<file path="config.mk">
export PLATFORM = sky130hd
export DESIGN_NAME = ets_sequencer
export DESIGN_NICKNAME = d
export VERILOG_FILES = /design/src/logic/ets_pkg.sv /design/src/logic/ets_sequencer.sv
export SDC_FILE = /design/constraint.sdc
export NUM_CORES = 1
export LEC_CHECK = 0
export BUFFER_PORTS_ARGS = -buffer_cell sky130_fd_sc_hd__buf_2
export CAP_MARGIN = 20
export CORE_ASPECT_RATIO = 0.75
export CORE_MARGIN = 4
export CORE_UTILIZATION = 60
export CTS_CLUSTER_SIZE = 24
export DETAILED_ROUTE_END_ITERATION = 8
export PLACE_DENSITY_LB_ADDON = 0.1
export RECOVER_POWER = 100
export SLEW_MARGIN = 0
export SYNTH_ARGS = -nofsm -noshare
export SYNTH_HDL_FRONTEND = slang
export SYNTH_SLANG_ARGS = --single-unit
export TNS_END_PERCENT = 100
</file>
<file path="constraint.sdc">
create_clock -name clk -period 6.3 [get_ports clk]
set_clock_uncertainty 0.1 [all_clocks]
set_input_delay 0.63 -clock clk [delete_from_list [all_inputs] [get_ports clk]]
set_output_delay 0.63 -clock clk [all_outputs]
set_load 0.01 [all_outputs]
</file>
<file path="src/logic/ets_pkg.sv">
package ets_pkg;
  // Timebase: the phase timers count whole milliseconds.
  localparam int unsigned CLK_PERIOD_NS = 100;
  localparam int unsigned MS_NS = 1000000;
  localparam int unsigned CYC_PER_MS = (MS_NS + CLK_PERIOD_NS - 1) / CLK_PERIOD_NS;
  localparam int unsigned PRESC_W = 16;

  // Phase durations in milliseconds.
  localparam int unsigned DETECT_MS = 1;
  localparam int unsigned TABLE_MS = 10;
  localparam int unsigned DISCH_MS = 20;
  localparam int unsigned ANALOG_MS = 50;
  localparam int unsigned JUDGE_MS = 15;
  localparam int unsigned MS_W = 14;
  localparam logic [MS_W-1:0] DELAY_MAX_MS = 14'h270F;
  localparam logic [MS_W-1:0] MS_ONE = 14'h0001;

  // Register map, byte addresses.
  localparam int unsigned ADDR_W = 8;
  localparam int unsigned DATA_W = 32;
  localparam logic [ADDR_W-1:0] REG_CTRL = 8'h00;
  localparam logic [ADDR_W-1:0] REG_DELAY = 8'h04;
  localparam logic [ADDR_W-1:0] REG_STATUS = 8'h08;
  localparam logic [ADDR_W-1:0] REG_MASK = 8'h0C;
  localparam logic [ADDR_W-1:0] REG_STATE = 8'h10;

  // Field layout.
  localparam int unsigned CTRL_SINK_BIT = 0;
  localparam int unsigned EV_W = 4;
  localparam int unsigned EV_DONE = 0;
  localparam int unsigned EV_ANALOG = 1;
  localparam int unsigned EV_ABORT = 2;
  localparam int unsigned EV_IGNORED = 3;
  localparam int unsigned STATE_FSM_LSB = 0;
  localparam int unsigned STATE_BUSY_BIT = 8;
  localparam int unsigned STATE_TBL_LSB = 16;
  localparam int unsigned TBL_W = 8;
  localparam int unsigned SYNC_N = TBL_W + 2;

  // Reset values.
  localparam logic SINK_RST = 1'h0;
  localparam logic [MS_W-1:0] DELAY_RST = 14'h0000;
  localparam logic [EV_W-1:0] MASK_RST = 4'h0;
  localparam logic [TBL_W-1:0] TBL_NONE = 8'h00;

  typedef enum logic [2:0] {
    ST_IDLE, ST_DETECT, ST_TABLE, ST_DISCH, ST_DELAY, ST_ANALOG, ST_JUDGE, ST_FINISH
  } ets_state_t;
endpackage : ets_pkg

</file>
<file path="src/logic/ets_sequencer.sv">
`timescale 1ns/1ns
module ets_sequencer #(
  parameter int unsigned CYC_PER_MS = ets_pkg::CYC_PER_MS,
  parameter int unsigned JUDGE_W = 9
) (
  input wire logic clk,
  input wire logic reset_n,
  input wire logic [ets_pkg::ADDR_W-1:0] addr,
  input wire logic [ets_pkg::DATA_W-1:0] wr_data,
  input wire logic wr_en,
  input wire logic rd_en,
  output logic [ets_pkg::DATA_W-1:0] rd_data,
  output logic irq,
  input wire logic start_pin,
  input wire logic stop_pin,
  input wire logic [ets_pkg::TBL_W-1:0] table_select_lines,
  input wire logic volt_lower,
  input wire logic [JUDGE_W-1:0] judge_result,
  output logic [ets_pkg::TBL_W-1:0] table_num,
  output logic table_load,
  output logic test_finished_flag,
  output logic analog_done_pin,
  output logic [JUDGE_W-1:0] judge_pins
);
  import ets_pkg::*;

  if (CYC_PER_MS < 2 || CYC_PER_MS >= (1 << PRESC_W) || JUDGE_W < 1) begin : g_bad_param
    $error("ets_sequencer: unsupported parameter value");
  end

  // Pin synchronisers; a level counts once the second and third stages agree.
  wire [SYNC_N-1:0] raw = {stop_pin, start_pin, table_select_lines};
  logic [SYNC_N-1:0] s1_q, s2_q, s3_q, filt_q;
  genvar gi;
  for (gi = 0; gi < SYNC_N; gi++) begin : g_sync
    always_ff @(posedge clk or negedge reset_n) begin
      if (!reset_n) begin
        s1_q[gi] <= 1'h0;
        s2_q[gi] <= 1'h0;
        s3_q[gi] <= 1'h0;
        filt_q[gi] <= 1'h0;
      end else begin
        s1_q[gi] <= raw[gi];
        s2_q[gi] <= s1_q[gi];
        s3_q[gi] <= s2_q[gi];
        if (s2_q[gi] == s3_q[gi]) begin
          filt_q[gi] <= s3_q[gi];
        end
      end
    end
  end

  // Registers.
  logic sink_q, sink_d;
  logic [MS_W-1:0] delay_q, delay_d;
  logic [EV_W-1:0] status_q, status_d, mask_q, mask_d, ev;
  logic [DATA_W-1:0] rd_data_q, rd_data_d;
  logic irq_q;
  ets_state_t state_q, state_d;
  logic [MS_W-1:0] ms_left_q, ms_left_d, load_ms;
  logic [PRESC_W-1:0] presc_q, presc_d;
  logic start_prev_q, stop_prev_q;
  logic [TBL_W-1:0] table_num_q, table_num_d;
  logic table_load_q;
  logic fin_q, fin_d, adone_q, adone_d;
  logic [JUDGE_W-1:0] judge_q, judge_d;
  logic fin_pin_q, adone_pin_q;
  logic [JUDGE_W-1:0] judge_pin_q;

  // Logical contact state: sinking setting sees inverted terminal levels.
  wire [SYNC_N-1:0] logical = filt_q ^ {SYNC_N{sink_q}};
  wire [TBL_W-1:0] tbl_log = logical[TBL_W-1:0];
  wire start_log = logical[TBL_W];
  wire stop_log = logical[TBL_W+1];
  wire start_edge = start_log && !start_prev_q;
  wire stop_edge = stop_log && !stop_prev_q;
  wire busy = (state_q != ST_IDLE);
  wire tick = (presc_q == PRESC_W'(CYC_PER_MS - 1));
  wire phase_end = (ms_left_q == '0);

  // Register decode.
  wire sel_ctrl = (addr == REG_CTRL);
  wire sel_delay = (addr == REG_DELAY);
  wire sel_status = (addr == REG_STATUS);
  wire sel_mask = (addr == REG_MASK);
  wire sel_state = (addr == REG_STATE);
  wire rd_status = rd_en && sel_status;
  wire [MS_W-1:0] wr_delay = wr_data[MS_W-1:0];
  assign sink_d = (wr_en && sel_ctrl) ? wr_data[CTRL_SINK_BIT] : sink_q;
  // Delay writes are cut to their low 14 bits; values above the documented maximum then saturate at it.
  assign delay_d = !(wr_en && sel_delay) ? delay_q :
                   (wr_delay > DELAY_MAX_MS) ? DELAY_MAX_MS : wr_delay;
  assign mask_d = (wr_en && sel_mask) ? wr_data[EV_W-1:0] : mask_q;
  // A new event wins over the clear by a status read in the same cycle.
  assign status_d = (rd_status ? '0 : status_q) | ev;
  wire [DATA_W-1:0] state_word = (DATA_W'(state_q) << STATE_FSM_LSB)
                               | (DATA_W'(busy) << STATE_BUSY_BIT)
                               | (DATA_W'(table_num_q) << STATE_TBL_LSB);
  assign rd_data_d = !rd_en ? '0 :
                     sel_ctrl ? DATA_W'(sink_q) << CTRL_SINK_BIT :
                     sel_delay ? DATA_W'(delay_q) :
                     sel_status ? DATA_W'(status_q) :
                     sel_mask ? DATA_W'(mask_q) :
                     sel_state ? state_word : '0;

  // Sequencer.
  always_comb begin
    state_d = state_q;
    table_num_d = table_num_q;
    fin_d = fin_q;
    adone_d = adone_q;
    judge_d = judge_q;
    ev = '0;
    case (state_q)
      ST_IDLE: begin
        if (start_edge) begin
          state_d = ST_DETECT;
          table_num_d = tbl_log;
          fin_d = 1'h0;
          adone_d = 1'h0;
        end
      end
      ST_DETECT: begin
        if (phase_end) begin
          state_d = (table_num_q == TBL_NONE) ? ST_DELAY : ST_TABLE;
        end
      end
      ST_TABLE: begin
        if (phase_end) begin
          state_d = volt_lower ? ST_DISCH : ST_DELAY;
        end
      end
      ST_DISCH: begin
        if (phase_end) begin
          state_d = ST_DELAY;
        end
      end
      ST_DELAY: begin
        if (phase_end) begin
          state_d = ST_ANALOG;
        end
      end
      ST_ANALOG: begin
        if (phase_end) begin
          state_d = ST_JUDGE;
          adone_d = 1'h1;
          ev[EV_ANALOG] = 1'h1;
        end
      end
      ST_JUDGE: begin
        if (phase_end) begin
          state_d = ST_FINISH;
          judge_d = judge_result;
        end
      end
      ST_FINISH: begin
        state_d = ST_IDLE;
        fin_d = 1'h1;
        ev[EV_DONE] = 1'h1;
      end
      default: begin
        state_d = ST_IDLE;
      end
    endcase
    if (busy && start_edge) begin
      ev[EV_IGNORED] = 1'h1;
    end
    if (busy && stop_edge && state_q != ST_FINISH) begin
      state_d = ST_IDLE;
      fin_d = 1'h1;
      ev[EV_ABORT] = 1'h1;
    end
  end

  always_comb begin
    case (state_d)
      ST_DETECT: load_ms = MS_W'(DETECT_MS);
      ST_TABLE: load_ms = MS_W'(TABLE_MS);
      ST_DISCH: load_ms = MS_W'(DISCH_MS);
      ST_DELAY: load_ms = delay_q;
      ST_ANALOG: load_ms = MS_W'(ANALOG_MS);
      ST_JUDGE: load_ms = MS_W'(JUDGE_MS);
      default: load_ms = '0;
    endcase
  end

  // Each phase restarts the millisecond prescaler so its length is exact.
  wire phase_change = (state_d != state_q);
  assign presc_d = (phase_change || tick) ? '0 : presc_q + PRESC_W'(1);
  assign ms_left_d = phase_change ? load_ms :
                     (tick && !phase_end) ? ms_left_q - MS_ONE : ms_left_q;

  always_ff @(posedge clk or negedge reset_n) begin
    if (!reset_n) begin
      sink_q <= SINK_RST;
      delay_q <= DELAY_RST;
      mask_q <= MASK_RST;
      status_q <= '0;
      rd_data_q <= '0;
      irq_q <= 1'h0;
    end else begin
      sink_q <= sink_d;
      delay_q <= delay_d;
      mask_q <= mask_d;
      status_q <= status_d;
      rd_data_q <= rd_data_d;
      irq_q <= |(status_d & mask_d);
    end
  end

  always_ff @(posedge clk or negedge reset_n) begin
    if (!reset_n) begin
      state_q <= ST_IDLE;
      ms_left_q <= '0;
      presc_q <= '0;
      start_prev_q <= 1'h0;
      stop_prev_q <= 1'h0;
      table_num_q <= TBL_NONE;
      table_load_q <= 1'h0;
      fin_q <= 1'h1;
      adone_q <= 1'h0;
      judge_q <= '0;
    end else begin
      state_q <= state_d;
      ms_left_q <= ms_left_d;
      presc_q <= presc_d;
      start_prev_q <= start_log;
      stop_prev_q <= stop_log;
      table_num_q <= table_num_d;
      table_load_q <= (state_d == ST_TABLE) && (state_q != ST_TABLE);
      fin_q <= fin_d;
      adone_q <= adone_d;
      judge_q <= judge_d;
    end
  end

  // Terminal levels follow the logic in sourcing and are inverted in sinking.
  always_ff @(posedge clk or negedge reset_n) begin
    if (!reset_n) begin
      fin_pin_q <= 1'h1;
      adone_pin_q <= 1'h0;
      judge_pin_q <= '0;
    end else begin
      fin_pin_q <= fin_d ^ sink_d;
      adone_pin_q <= adone_d ^ sink_d;
      judge_pin_q <= judge_d ^ {JUDGE_W{sink_d}};
    end
  end

  assign rd_data = rd_data_q;
  assign irq = irq_q;
  assign table_num = table_num_q;
  assign table_load = table_load_q;
  assign test_finished_flag = fin_pin_q;
  assign analog_done_pin = adone_pin_q;
  assign judge_pins = judge_pin_q;

  a_edge_only: assert property (@(posedge clk) disable iff (!reset_n)
    (state_q == ST_IDLE && !start_edge) |=> (state_q == ST_IDLE))
    else $error("test started without a start edge");
  a_busy_ignore: assert property (@(posedge clk) disable iff (!reset_n)
    (busy && start_edge) |=> ($stable(table_num_q) && state_q != ST_DETECT))
    else $error("start accepted during a test");
  a_table_sample: assert property (@(posedge clk) disable iff (!reset_n)
    (state_q == ST_IDLE && start_edge) |=> (state_q == ST_DETECT && table_num_q == $past(tbl_log)))
    else $error("table lines not sampled at start");
  a_detect_done: assert property (@(posedge clk) disable iff (!reset_n)
    (state_q == ST_DETECT && phase_end && !stop_edge) |=>
      (state_q == (table_num_q == TBL_NONE ? ST_DELAY : ST_TABLE)))
    else $error("detection phase did not advance correctly");
  a_disch_wait: assert property (@(posedge clk) disable iff (!reset_n)
    (state_q == ST_TABLE && phase_end && volt_lower && !stop_edge) |=>
      (state_q == ST_DISCH && ms_left_q == MS_W'(DISCH_MS)))
    else $error("discharge wait missing");
  a_analog_len: assert property (@(posedge clk) disable iff (!reset_n)
    (state_q == ST_DELAY && phase_end && !stop_edge) |=>
      (state_q == ST_ANALOG && ms_left_q == MS_W'(ANALOG_MS)))
    else $error("analog phase not loaded with its duration");
  a_analog_flag: assert property (@(posedge clk) disable iff (!reset_n)
    (state_q == ST_ANALOG && phase_end && !stop_edge) |=>
      (adone_q && state_q == ST_JUDGE && ms_left_q == MS_W'(JUDGE_MS)))
    else $error("analog-done flag or judgment phase missing");
  a_judge_first: assert property (@(posedge clk) disable iff (!reset_n)
    (state_q == ST_JUDGE && phase_end && !stop_edge) |=>
      (judge_q == $past(judge_result) && !fin_q) ##1 fin_q)
    else $error("finished flag before judgment outputs");
  a_stop_abort: assert property (@(posedge clk) disable iff (!reset_n)
    (busy && stop_edge) |=> (state_q == ST_IDLE && fin_q))
    else $error("stop edge did not abort the test");
  a_pin_level: assert property (@(posedge clk) disable iff (!reset_n)
    (test_finished_flag == ((state_q == ST_IDLE) ^ sink_q))
      && (analog_done_pin == (adone_q ^ sink_q)))
    else $error("terminal level does not match polarity setting");
  a_sequence: assert property (@(posedge clk) disable iff (!reset_n)
    (state_q == ST_DELAY) |=> (state_q inside {ST_DELAY, ST_ANALOG, ST_IDLE}))
    else $error("delay phase left out of order");
endmodule : ets_sequencer

</file>
# Yosys cells after proc, flatten, opt, wreduce, memory -nomap -nowiden
# Cells that the tools add are included.
word_totals:
  out_inout_bits: 53
  elab_cells: 162
  register_bits: 154
op_classes:
  addsub: 2
  bitwise_logic: 8
  n_reduce_logical: 23
  n_mux: 38
  magnitude_cmp: 1
  eq_ne: 31
op_table:
  columns: ["cell", "count"]
  rows:
  - ["24-bit two-way mux", 6]
  - ["14-bit case mux with 6 select lines", 1]
  - ["14-bit two-way mux", 3]
  - ["3-bit two-way mux", 10]
  - ["9-bit by 24-bit bitwise OR with 24-bit output", 1]
  - ["3-bit case mux with 8 select lines", 1]
  - ["3-bit == test, second input constant", 7]
  - ["9-bit two-way mux", 2]
  - ["16-bit by 1-bit adder with 16-bit output, second input constant", 1]
  - ["16-bit by 14-bit == test with 1-bit output, second input constant", 1]
  - ["8-bit by 4-bit == test with 1-bit output, second input constant", 2]
  - ["8-bit zero test", 2]
  - ["16-bit two-way mux", 1]
  - ["14-bit greater-than comparator, second input constant", 1]
  - ["14-bit zero test", 1]
  - ["14-bit by 1-bit subtractor with 14-bit output, second input constant", 1]
  - ["3-bit by 2-bit == test with 1-bit output, second input constant", 4]
  - ["1-bit logical AND", 11]
  - ["1-bit == test", 10]
  - ["1-bit two-way mux", 10]
  - ["10-bit XOR", 1]
  - ["3-bit by 9-bit bitwise OR with 9-bit output", 1]
  - ["9-bit XOR", 1]
  - ["8-bit by 3-bit == test with 1-bit output, second input constant", 1]
  - ["other kinds (17)", 23]

# Depth between registers and ports, before layout
# Gate-level depths: netlist (run 1).
depth:
  word_depth: 9
  mapped_depth: 10
  ltp_nobuf: 8

# Least setup slack after synthesis (run 1)
# OpenSTA, ideal clock, no wires.
synth_timing:
  path_type: "input port to flip-flop"
  startpoint: "input port addr[0] (netlist bit)"
  endpoint: "register irq_q (netlist: irq)"
  arrival_ps: 2542
  slack_ps: 3532
  stages: 6
  path_cell_list: "or4_1 nor2_1 and4_1 mux2_2 a22o_1 a221o_1"
synth_rtl:
  columns: ["item", "line_no", "rtl"]
  rows:
  - ["start: declaration", "ets_sequencer.sv:8", "input wire logic [ets_pkg::ADDR_W-1:0] addr,"]
  - ["8-bit by 4-bit == test with 1-bit output", "ets_sequencer.sv:85", "wire sel_mask = (addr == REG_MASK);"]
  - ["1-bit logical AND", "ets_sequencer.sv:93", "assign mask_d = (wr_en && sel_mask) ? wr_data[EV_W-1:0] : mask_q;"]
  - ["4-bit two-way mux", "ets_sequencer.sv:93", null]
  - ["named net mask_d[2]", "ets_sequencer.sv:56", "logic [EV_W-1:0] status_q, status_d, mask_q, mask_d, ev;"]
  - ["4-bit bitwise AND", "ets_sequencer.sv:207", "irq_q <= |(status_d & mask_d);"]
  - ["4-bit OR reduction", "ets_sequencer.sv:207", null]
  - ["end signal: assignment", "ets_sequencer.sv:207", null]
  - ["end: declaration", "ets_sequencer.sv:58", "logic irq_q;"]
# The timed path passes the listed nets, and every way through them passes these cells.
# A chain may end at the register's enable or synchronous reset.

# Worst setup path in the final report (run 1)
layout_timing:
  startpoint: "register ms_left_q[8]"
  endpoint: "register ms_left_q[9]"
layout_between:
  elab_chain_cells: 7
layout_rtl:
  columns: ["item", "line_no", "rtl"]
  rows:
  - ["start: declaration", "ets_sequencer.sv:60", "logic [MS_W-1:0] ms_left_q, ms_left_d, load_ms;"]
  - ["start signal: assignment", "ets_sequencer.sv:225", "ms_left_q <= ms_left_d;"]
  - ["14-bit zero test", "ets_sequencer.sv:79", "wire phase_end = (ms_left_q == '0);"]
  - ["3-bit two-way mux (tied with other cells)", "ets_sequencer.sv:151", "if (phase_end) begin"]
  - ["3-bit case mux with 8 select lines", "ets_sequencer.sv:114", "case (state_q)"]
  - ["3-bit two-way mux", "ets_sequencer.sv:168", "if (busy && stop_edge && state_q != ST_FINISH) begin"]
  - ["3-bit == test (tied with other cells)", "ets_sequencer.sv:176", "case (state_d)"]
  - ["14-bit case mux with 6 select lines", "ets_sequencer.sv:176", null]
  - ["14-bit two-way mux", "ets_sequencer.sv:190", "assign ms_left_d = phase_change ? load_ms :"]
# Several ways; a longest one is shown, not always the timed one. The select of a mux whose other input is x is not followed.

==> flow_summary_export.csv, run 1 <==
group,metric,value,unit
route,drt_iter0_drc,489,
final_layout,antenna-diode-count,0,
synth,syn_area,6420,µm²
final_layout,final_nets,689,
synth,synth_simple_gate_area_frac,0.149,
route,remaining_drc_errors,0,
global_routing,maximum_number_of_pins_on_one_net_before_global_route_repair,80,
final_layout,final_layout_size_suffix_gt1_frac,0.148,
clock_tree,clkSinkCount,152,
place,placement.io_buffers,88,
synth,synth_xor_xnor_area_share,0.0654,
sta,setup_tns,0,ns
clock_tree,cts.reportedPaths.clkPinSlew,0.07,ns
global_routing,gr-usage-all-layers,0.224,
floorplanning,io_pins,117,
sta,post-route-worst-setup-slack,2.38,ns
place,hpwlAfterDp,8890,µm
synth,synth.yosys.warnings,0,
clock_tree,cts_tree,"done",
synth,synth.avg_cell_area,12.1,µm²
floorplanning,die_area,12400,µm²
hold_path,min-delay-path-class,"primary input to asynchronous set/reset pin",
sta,final-max-slew-violation-count,13,
clock_tree,post_cts_buffers,0,
route,dr_wl_met2,6300,µm
route,drt-met1-wl,5770,µm
route,wire_per_inst,17.0,µm
critical_path,worstPathArrival,4.14,ns
global_routing,grt_pass1_wl,21900,µm
synth,post_synth_fa_ha_maj_area_fraction,0.0195,
sta,timing.final.crit_period,3.92,ns
clock_tree,cts_htree_levels,4,
global_routing,grt_antenna_before_repair,0,
clock_tree,worstSkewPairLatency,0.42,ns
clock_tree,ctsHoldBuffers,0,
critical_path,worst_ep_required,6.52,ns
synth,ys_async_sr_fraction,1.00,
run_status,failed_checks,"capacitance limit, slew limit",
floorplanning,fp.dieH,97.6,µm
floorplanning,area_of_the_core_region,10400,µm²
synth,synth_compound_area_frac,0.107,
sta,rsz0062_at_grt,"false",
pwr,total_power,2.71,mW
flow_run,drv_cap,1,
global_routing,grt_residual_overflow,0,
synth,synth_seq_area_share,0.592,
pwr,power.static_leakage,3.25,nW
synth,ys_seq_elements,152,
route,routed_wl,13100,µm
route,detail-route-antenna-nets,0,
critical_path,path_max_fanout,23,
place,post-place-ws,2.77,ns
clock_tree,cts_repair_resize_count,0,
final_layout,post_layout_util,0.713,
floorplanning,die_width,127,µm
clock_tree,cts_made_buffers,17,
route,viasPerCell,5.64,
floorplanning,number_of_placement_rows,32,
critical_path,ff2ff_path_depth,7,
synth,count_of_flip_flops_with_a_built_in_enable_after_synthesis,0,
synth,post_synthesis_cell_count,532,
synth,proportion_of_synthesized_area_in_mux_cells,0.0327,
clock_tree,clock_tree_buf_depth,2,
floorplanning,start_util,0.620,
route,route.top_layer_used,"met4",
pwr,power_density,366,nW/µm²
sta,finalCritPeriodShare,0.622,
pwr,worst_ir_drop_vdd,0.000229,V
critical_path,class_of_the_most_critical_setup_path,"flop to flop",
synth,most_frequently_used_flop_master_after_synthesis,"sky130_fd_sc_hd__dfrtp_1",
sta,setup_viol,0,
sta,holdWs,0.123,ns
synth,synth_top_family_by_area,"simple AND/OR/NAND/NOR gates",
run_status,run_status,"finished with violations",
synth,count_of_cell_types_in_the_netlist,69,
final_layout,areaGrowthSynthToFinish,15.2,%
sta,hold_vio_cnt_final,0,
route,routed-via-count,4357,
critical_path,critPathLaunchType,"flop",
global_routing,first_global_vias,4270,
sta,worst_slew_pin_slew,1.60,ns
clock_tree,cts_root_buffer,"sky130_fd_sc_hd__clkbuf_16",
sta,max_clk_rate,0.255,GHz
route,wl_met3,777,µm
sta,max-slew-margin-rel,-0.0953,
place,gp_congestion,0.887,
critical_path,endpoint_kind,"flop",
route,drt-pass1-iter-count,5,
synth_stat cells, drive strengths merged, types with 4 or more instances:
cell     instances  area (µm²)
nor3            10        50.1
a31oi            4        25.0
and2            19         119
nand3b           6        45.0
xnor2           38         333
o211ai           4        30.0
maj3            10         100
nor2b            5        31.3
dfrtp          150        3750
o22ai            6        43.8
inv             13        48.8
nand4            6        37.5
o2bb2ai          9         129
nor2            47         176
or4              5        48.8
clkbuf          10        37.5
nor4             9        62.6
and3             5        31.3
nand2           27         101
o22a             7        61.3
a22o             6        52.6
nand3           17        85.1
mux2            16         180
o21ai            5        25.0
xor2            10        87.6
a21oi           19        95.1
buf             18         131
placed cells by master, fill, tap and decap left out, types with 7 or more instances in the layout:
| master | n |
|---|---|
| sky130_fd_sc_hd__a21oi_1 | 19 |
| sky130_fd_sc_hd__and2_0 | 11 |
| sky130_fd_sc_hd__and2_1 | 8 |
| sky130_fd_sc_hd__buf_2 | 44 |
| sky130_fd_sc_hd__clkbuf_1 | 45 |
| sky130_fd_sc_hd__clkbuf_16 | 17 |
| sky130_fd_sc_hd__conb_1 | 10 |
| sky130_fd_sc_hd__dfrtp_1 | 150 |
| sky130_fd_sc_hd__inv_1 | 11 |
| sky130_fd_sc_hd__maj3_1 | 10 |
| sky130_fd_sc_hd__mux2_1 | 13 |
| sky130_fd_sc_hd__nand2_1 | 27 |
| sky130_fd_sc_hd__nand3_1 | 17 |
| sky130_fd_sc_hd__nor2_1 | 47 |
| sky130_fd_sc_hd__nor3_1 | 10 |
| sky130_fd_sc_hd__nor4_1 | 9 |
| sky130_fd_sc_hd__o22a_1 | 7 |
| sky130_fd_sc_hd__xnor2_1 | 38 |
| sky130_fd_sc_hd__xor2_1 | 10 |
worst paths after layout:
path / start / to / slack, ns
worst min register to register: s1_q[8]$_DFF_PN0_ / s2_q[8]$_DFF_PN0_ / 0.25
max in group asynchronous: reset_n / s3_q[5]$_DFF_PN0_ / 4.58
worst max-delay path: ms_left_q[8]$_DFFE_PN0P_ / ms_left_q[9]$_DFFE_PN0P_ / 2.38
worst min-delay path: reset_n / presc_q[1]$_DFF_PN0_ / 0.12
worst max register to register: ms_left_q[8]$_DFFE_PN0P_ / ms_left_q[9]$_DFFE_PN0P_ / 2.38
min in group clk: table_select_lines[0] / s1_q[0]$_DFF_PN0_ / 0.21
sequential cells by signal, indices dropped and copies added, names as in the netlist, 3 cells and up:
name	flops
delay_q	14
filt_q	10
judge_pins	9
judge_q	9
mask_q	4
ms_left_q	14
presc_q	16
rd_data	22
s1_q	10
s2_q	10
s3_q	10
state_q	3
status_q	4
table_num	8
layout make-up:
| class | count | area [µm²] |
|---|---|---|
| tap | 136 | 170 |
| sequential | 152 | 3810 |
| clock buffer | 17 | 425 |
| fill | 784 | 2970 |
| multi-input combinational | 348 | 2360 |
| timing repair buffer | 91 | 408 |
| clock inverter | 15 | 175 |
| inverter | 13 | 48.8 |
routing by layer:
metal | vias up | track usage
met5 | - | 0
met4 | 0 | 0.0808
met3 | 17 | 0.0566
met2 | 138 | 0.338
met1 | 2150 | 0.317
li1 | 2052 | -
through the flow:
step	cell area (µm²)	std cells
final	7400	772
after global routing	7400	772
after CTS	7530	771
after detailed placement	6930	739
after global placement	6930	739
after floorplan	6460	541
critical path: stages, from the launching register on:
cell and delay (ns):
sky130_fd_sc_hd__dfrtp_1 0.45, sky130_fd_sc_hd__or4_4 0.59, sky130_fd_sc_hd__or4_1 0.58, sky130_fd_sc_hd__nand2b_1 0.27, sky130_fd_sc_hd__o221ai_1 0.21, sky130_fd_sc_hd__clkbuf_1 0.85
sky130_fd_sc_hd__and4bb_1 0.59, sky130_fd_sc_hd__o2bb2ai_1 0.17
where the power goes:
part / switching, mW / internal, mW
Sequential: 0.0893 / 1.08
Clock: 0.462 / 0.536
Combinational: 0.350 / 0.191
Total: 0.901 / 1.81
kinds of logic (layout without fill, tap and decap cells):
group | Yosys count | in the layout
other | 1 | 10
AO/OA/AOI/OAI | 85 | 85
XOR/XNOR | 48 | 48
AND/OR/NAND/NOR | 174 | 174
multiplexers | 19 | 19
adder cells (fa/ha/maj) | 12 | 12
buffers and inverters | 41 | 136
flip-flops | 152 | 152
Power figures use the tool's default switching activity.
==> run 2, diff against run 1 <==
CORE_UTILIZATION = 50   (was 60)
clock period = 3.35 ns   (was 6.3 ns; I/O delays follow)
==> run 2 against run 1 <==
The run now ends clean. Die area is 18% higher. Via count about the same. Clock power rose by 92%. Non-clock buffer count up 20. Flip-flop and latch count stayed put. First-iteration DRC count decreased by 47%. Combinational power grew 110%. Register-to-register slack lost 2.1 ns. Fmax up 30%. Core utilization down 9.5 points. Hold slack got worse by 0.081 ns. Critical path type unchanged. Critical endpoint is now judge_pins[8]$_DFF_PN0_. Largest cell class unchanged.
==> flow_summary_export.csv, run 2 (synthesized netlist as in run 1, its figures left out) <==
group,metric,value,unit
run_status,run_status,"completed",
sta,worst_slew_pin_slew,1.19,ns
sta,finalCritPeriodShare,0.901,
final_layout,areaGrowthSynthToFinish,19.6,%
final_layout,final_cell_mix,"150 x sky130_fd_sc_hd__dfrtp_1, 48 x sky130_fd_sc_hd__clkbuf_1, 47 x sky130_fd_sc_hd__nor2_1",
critical_path,critPathLaunchType,"flop",
final_layout,largest_reg_flops,22,
route,drt-pass1-iter-count,4,
sta,max-slew-margin-rel,0.207,
pwr,worst_ir_drop_vdd,0.000437,V
global_routing,gr-usage-all-layers,0.188,
route,routed-via-count,4359,
sta,holdWs,0.0422,ns
route,remaining_drc_errors,0,
final_layout,post_layout_util,0.618,
place,gp_congestion,0.900,
floorplanning,die_width,139,µm
clock_tree,clkSinkCount,152,
sta,post-route-worst-setup-slack,0.333,ns
critical_path,endpoint_kind,"flop",
clock_tree,cts_htree_levels,4,
sta,final-max-slew-violation-count,0,
sta,rsz0062_at_grt,"false",
final_layout,final_layout_size_suffix_gt1_frac,0.163,
place,placement.io_buffers,88,
place,hpwlAfterDp,9350,µm
global_routing,grt_antenna_before_repair,0,
pwr,total_power,5.25,mW
critical_path,critical_path.reg2reg.endpoint,"judge_pins[8]$_DFF_PN0_",
clock_tree,worstSkewPairLatency,0.43,ns
critical_path,reg2reg_from,"ms_left_q[0]$_DFFE_PN0P_",
critical_path,ff2ff_path_depth,8,
floorplanning,die_area,14700,µm²
place,place_area,7070,µm²
route,detail-route-antenna-nets,0,
final_layout,multi_input_comb_area,2410,µm²
flow_run,drv_cap,0,
final_layout,final_common_cell,"sky130_fd_sc_hd__dfrtp_1",
clock_tree,clock_tree_buf_depth,2,
sta,timing.final.crit_period,3.02,ns
hold_path,worstHoldStart,"wr_data[7]",
pwr,power_density,682,nW/µm²
floorplanning,area_of_the_core_region,12400,µm²
final_layout,nFillCells,1054,
global_routing,grt_pass1_wl,22200,µm
sta,hold_vio_cnt_final,0,
final_layout,post_layout_nonfiller_instances,822,
floorplanning,number_of_placement_rows,35,
critical_path,path_max_fanout,9,
place,place_inst,779,
route,drt_iter0_drc,258,
global_routing,maximum_number_of_pins_on_one_net_before_global_route_repair,105,
floorplanning,start_util,0.517,
pwr,power.static_leakage,3.36,nW
sta,setup_tns,0,ns
floorplanning,io_pins,117,
global_routing,first_global_vias,4359,
critical_path,class_of_the_most_critical_setup_path,"flop to flop",
hold_path,min-delay-path-class,"primary input to flop",
sta,setup_viol,0,
route,routed_wl,13500,µm
final_layout,final_design_area_no_fill,7690,µm²
sta,max_clk_rate,0.331,GHz
route,viasPerCell,5.30,
hold_path,timing.hold.worst_endpoint,"delay_q[7]$_DFFE_PN0P_",
global_routing,grt_residual_overflow,0,
clock_tree,cts_root_buffer,"sky130_fd_sc_hd__clkbuf_16",
clock_tree,cts_made_buffers,17,
floorplanning,fp.dieH,106,µm
route,wire_per_inst,16.4,µm
final_layout,antenna-diode-count,0,
place,post-place-ws,0.443,ns
clock_tree,cts.reportedPaths.clkPinSlew,0.07,ns
final_layout,register_area,3810,µm²
critical_path,worst_ep_required,3.53,ns
hold_path,min_path_cells,2,
clock_tree,cts_tree,"done",
critical_path,timing.reg2reg.setup_slack,0.33,ns
clock_tree,cts_repair_resize_count,0,
critical_path,worstPathArrival,3.19,ns
final_layout,final_nets,709,
[run 2: per-layer routing]
metal / global-route usage / vias up / share of wire
met5: 0 / - / 0
met4: 0.0573 / 0 / 0.0096
met3: 0.0522 / 11 / 0.042
met2: 0.291 / 75 / 0.47
met1: 0.261 / 2179 / 0.48
li1: - / 2094 / -
[run 2: worst max-delay path, cell delays in order (launching register included)]
cell and delay, ns:
sky130_fd_sc_hd__dfrtp_1 0.38, sky130_fd_sc_hd__inv_1 0.09, sky130_fd_sc_hd__ha_1 0.18, sky130_fd_sc_hd__nor4b_1 0.34, sky130_fd_sc_hd__and4_1 0.32, sky130_fd_sc_hd__clkbuf_1 0.33
sky130_fd_sc_hd__nand3_1 0.49, sky130_fd_sc_hd__mux2_1 0.52, sky130_fd_sc_hd__xnor2_1 0.14
[run 2: worst max path at each step]
| stage | startpoint | to | slack [ns] | cells past startpoint |
|---|---|---|---|---|
| after CTS | ms_left_q[0]$_DFFE_PN0P_ | ms_left_q[12]$_DFFE_PN0P_ | 0.44 | 8 |
| after global routing | ms_left_q[0]$_DFFE_PN0P_ | judge_pins[8]$_DFF_PN0_ | 0.17 | 8 |
| after floorplan | ms_left_q[0]$_DFFE_PN0P_ | ms_left_q[11]$_DFFE_PN0P_ | 0.77 | 9 |
| final | ms_left_q[0]$_DFFE_PN0P_ | judge_pins[8]$_DFF_PN0_ | 0.33 | 8 |
| after global placement | ms_left_q[0]$_DFFE_PN0P_ | ms_left_q[12]$_DFFE_PN0P_ | 0.52 | 8 |
| after detailed placement | ms_left_q[0]$_DFFE_PN0P_ | ms_left_q[6]$_DFFE_PN0P_ | 0.44 | 8 |
[run 2: where the power goes]
group | switching [mW] | internal (mW) | total (mW)
registers | 0.168 | 2.03 | 2.20
clock network | 0.899 | 1.02 | 1.92
logic | 0.680 | 0.450 | 1.13
[run 2: final cells by class]
type                            instances  share of cell area
Sequential cell                       152               0.495
Tap cell                              166              0.0270
Multi-Input combinational cell        348               0.314
Clock buffer                           17              0.0553
Timing Repair Buffer                  111              0.0760
Clock inverter                         15              0.0265
Inverter                               13             0.00635
[run 2: what timing repair did]
action | 4_1_cts | 5_1_grt
setup buffers | 0 | 0
endpoints found under the hold margin | 111 | 0
hold buffers | 11 | 0
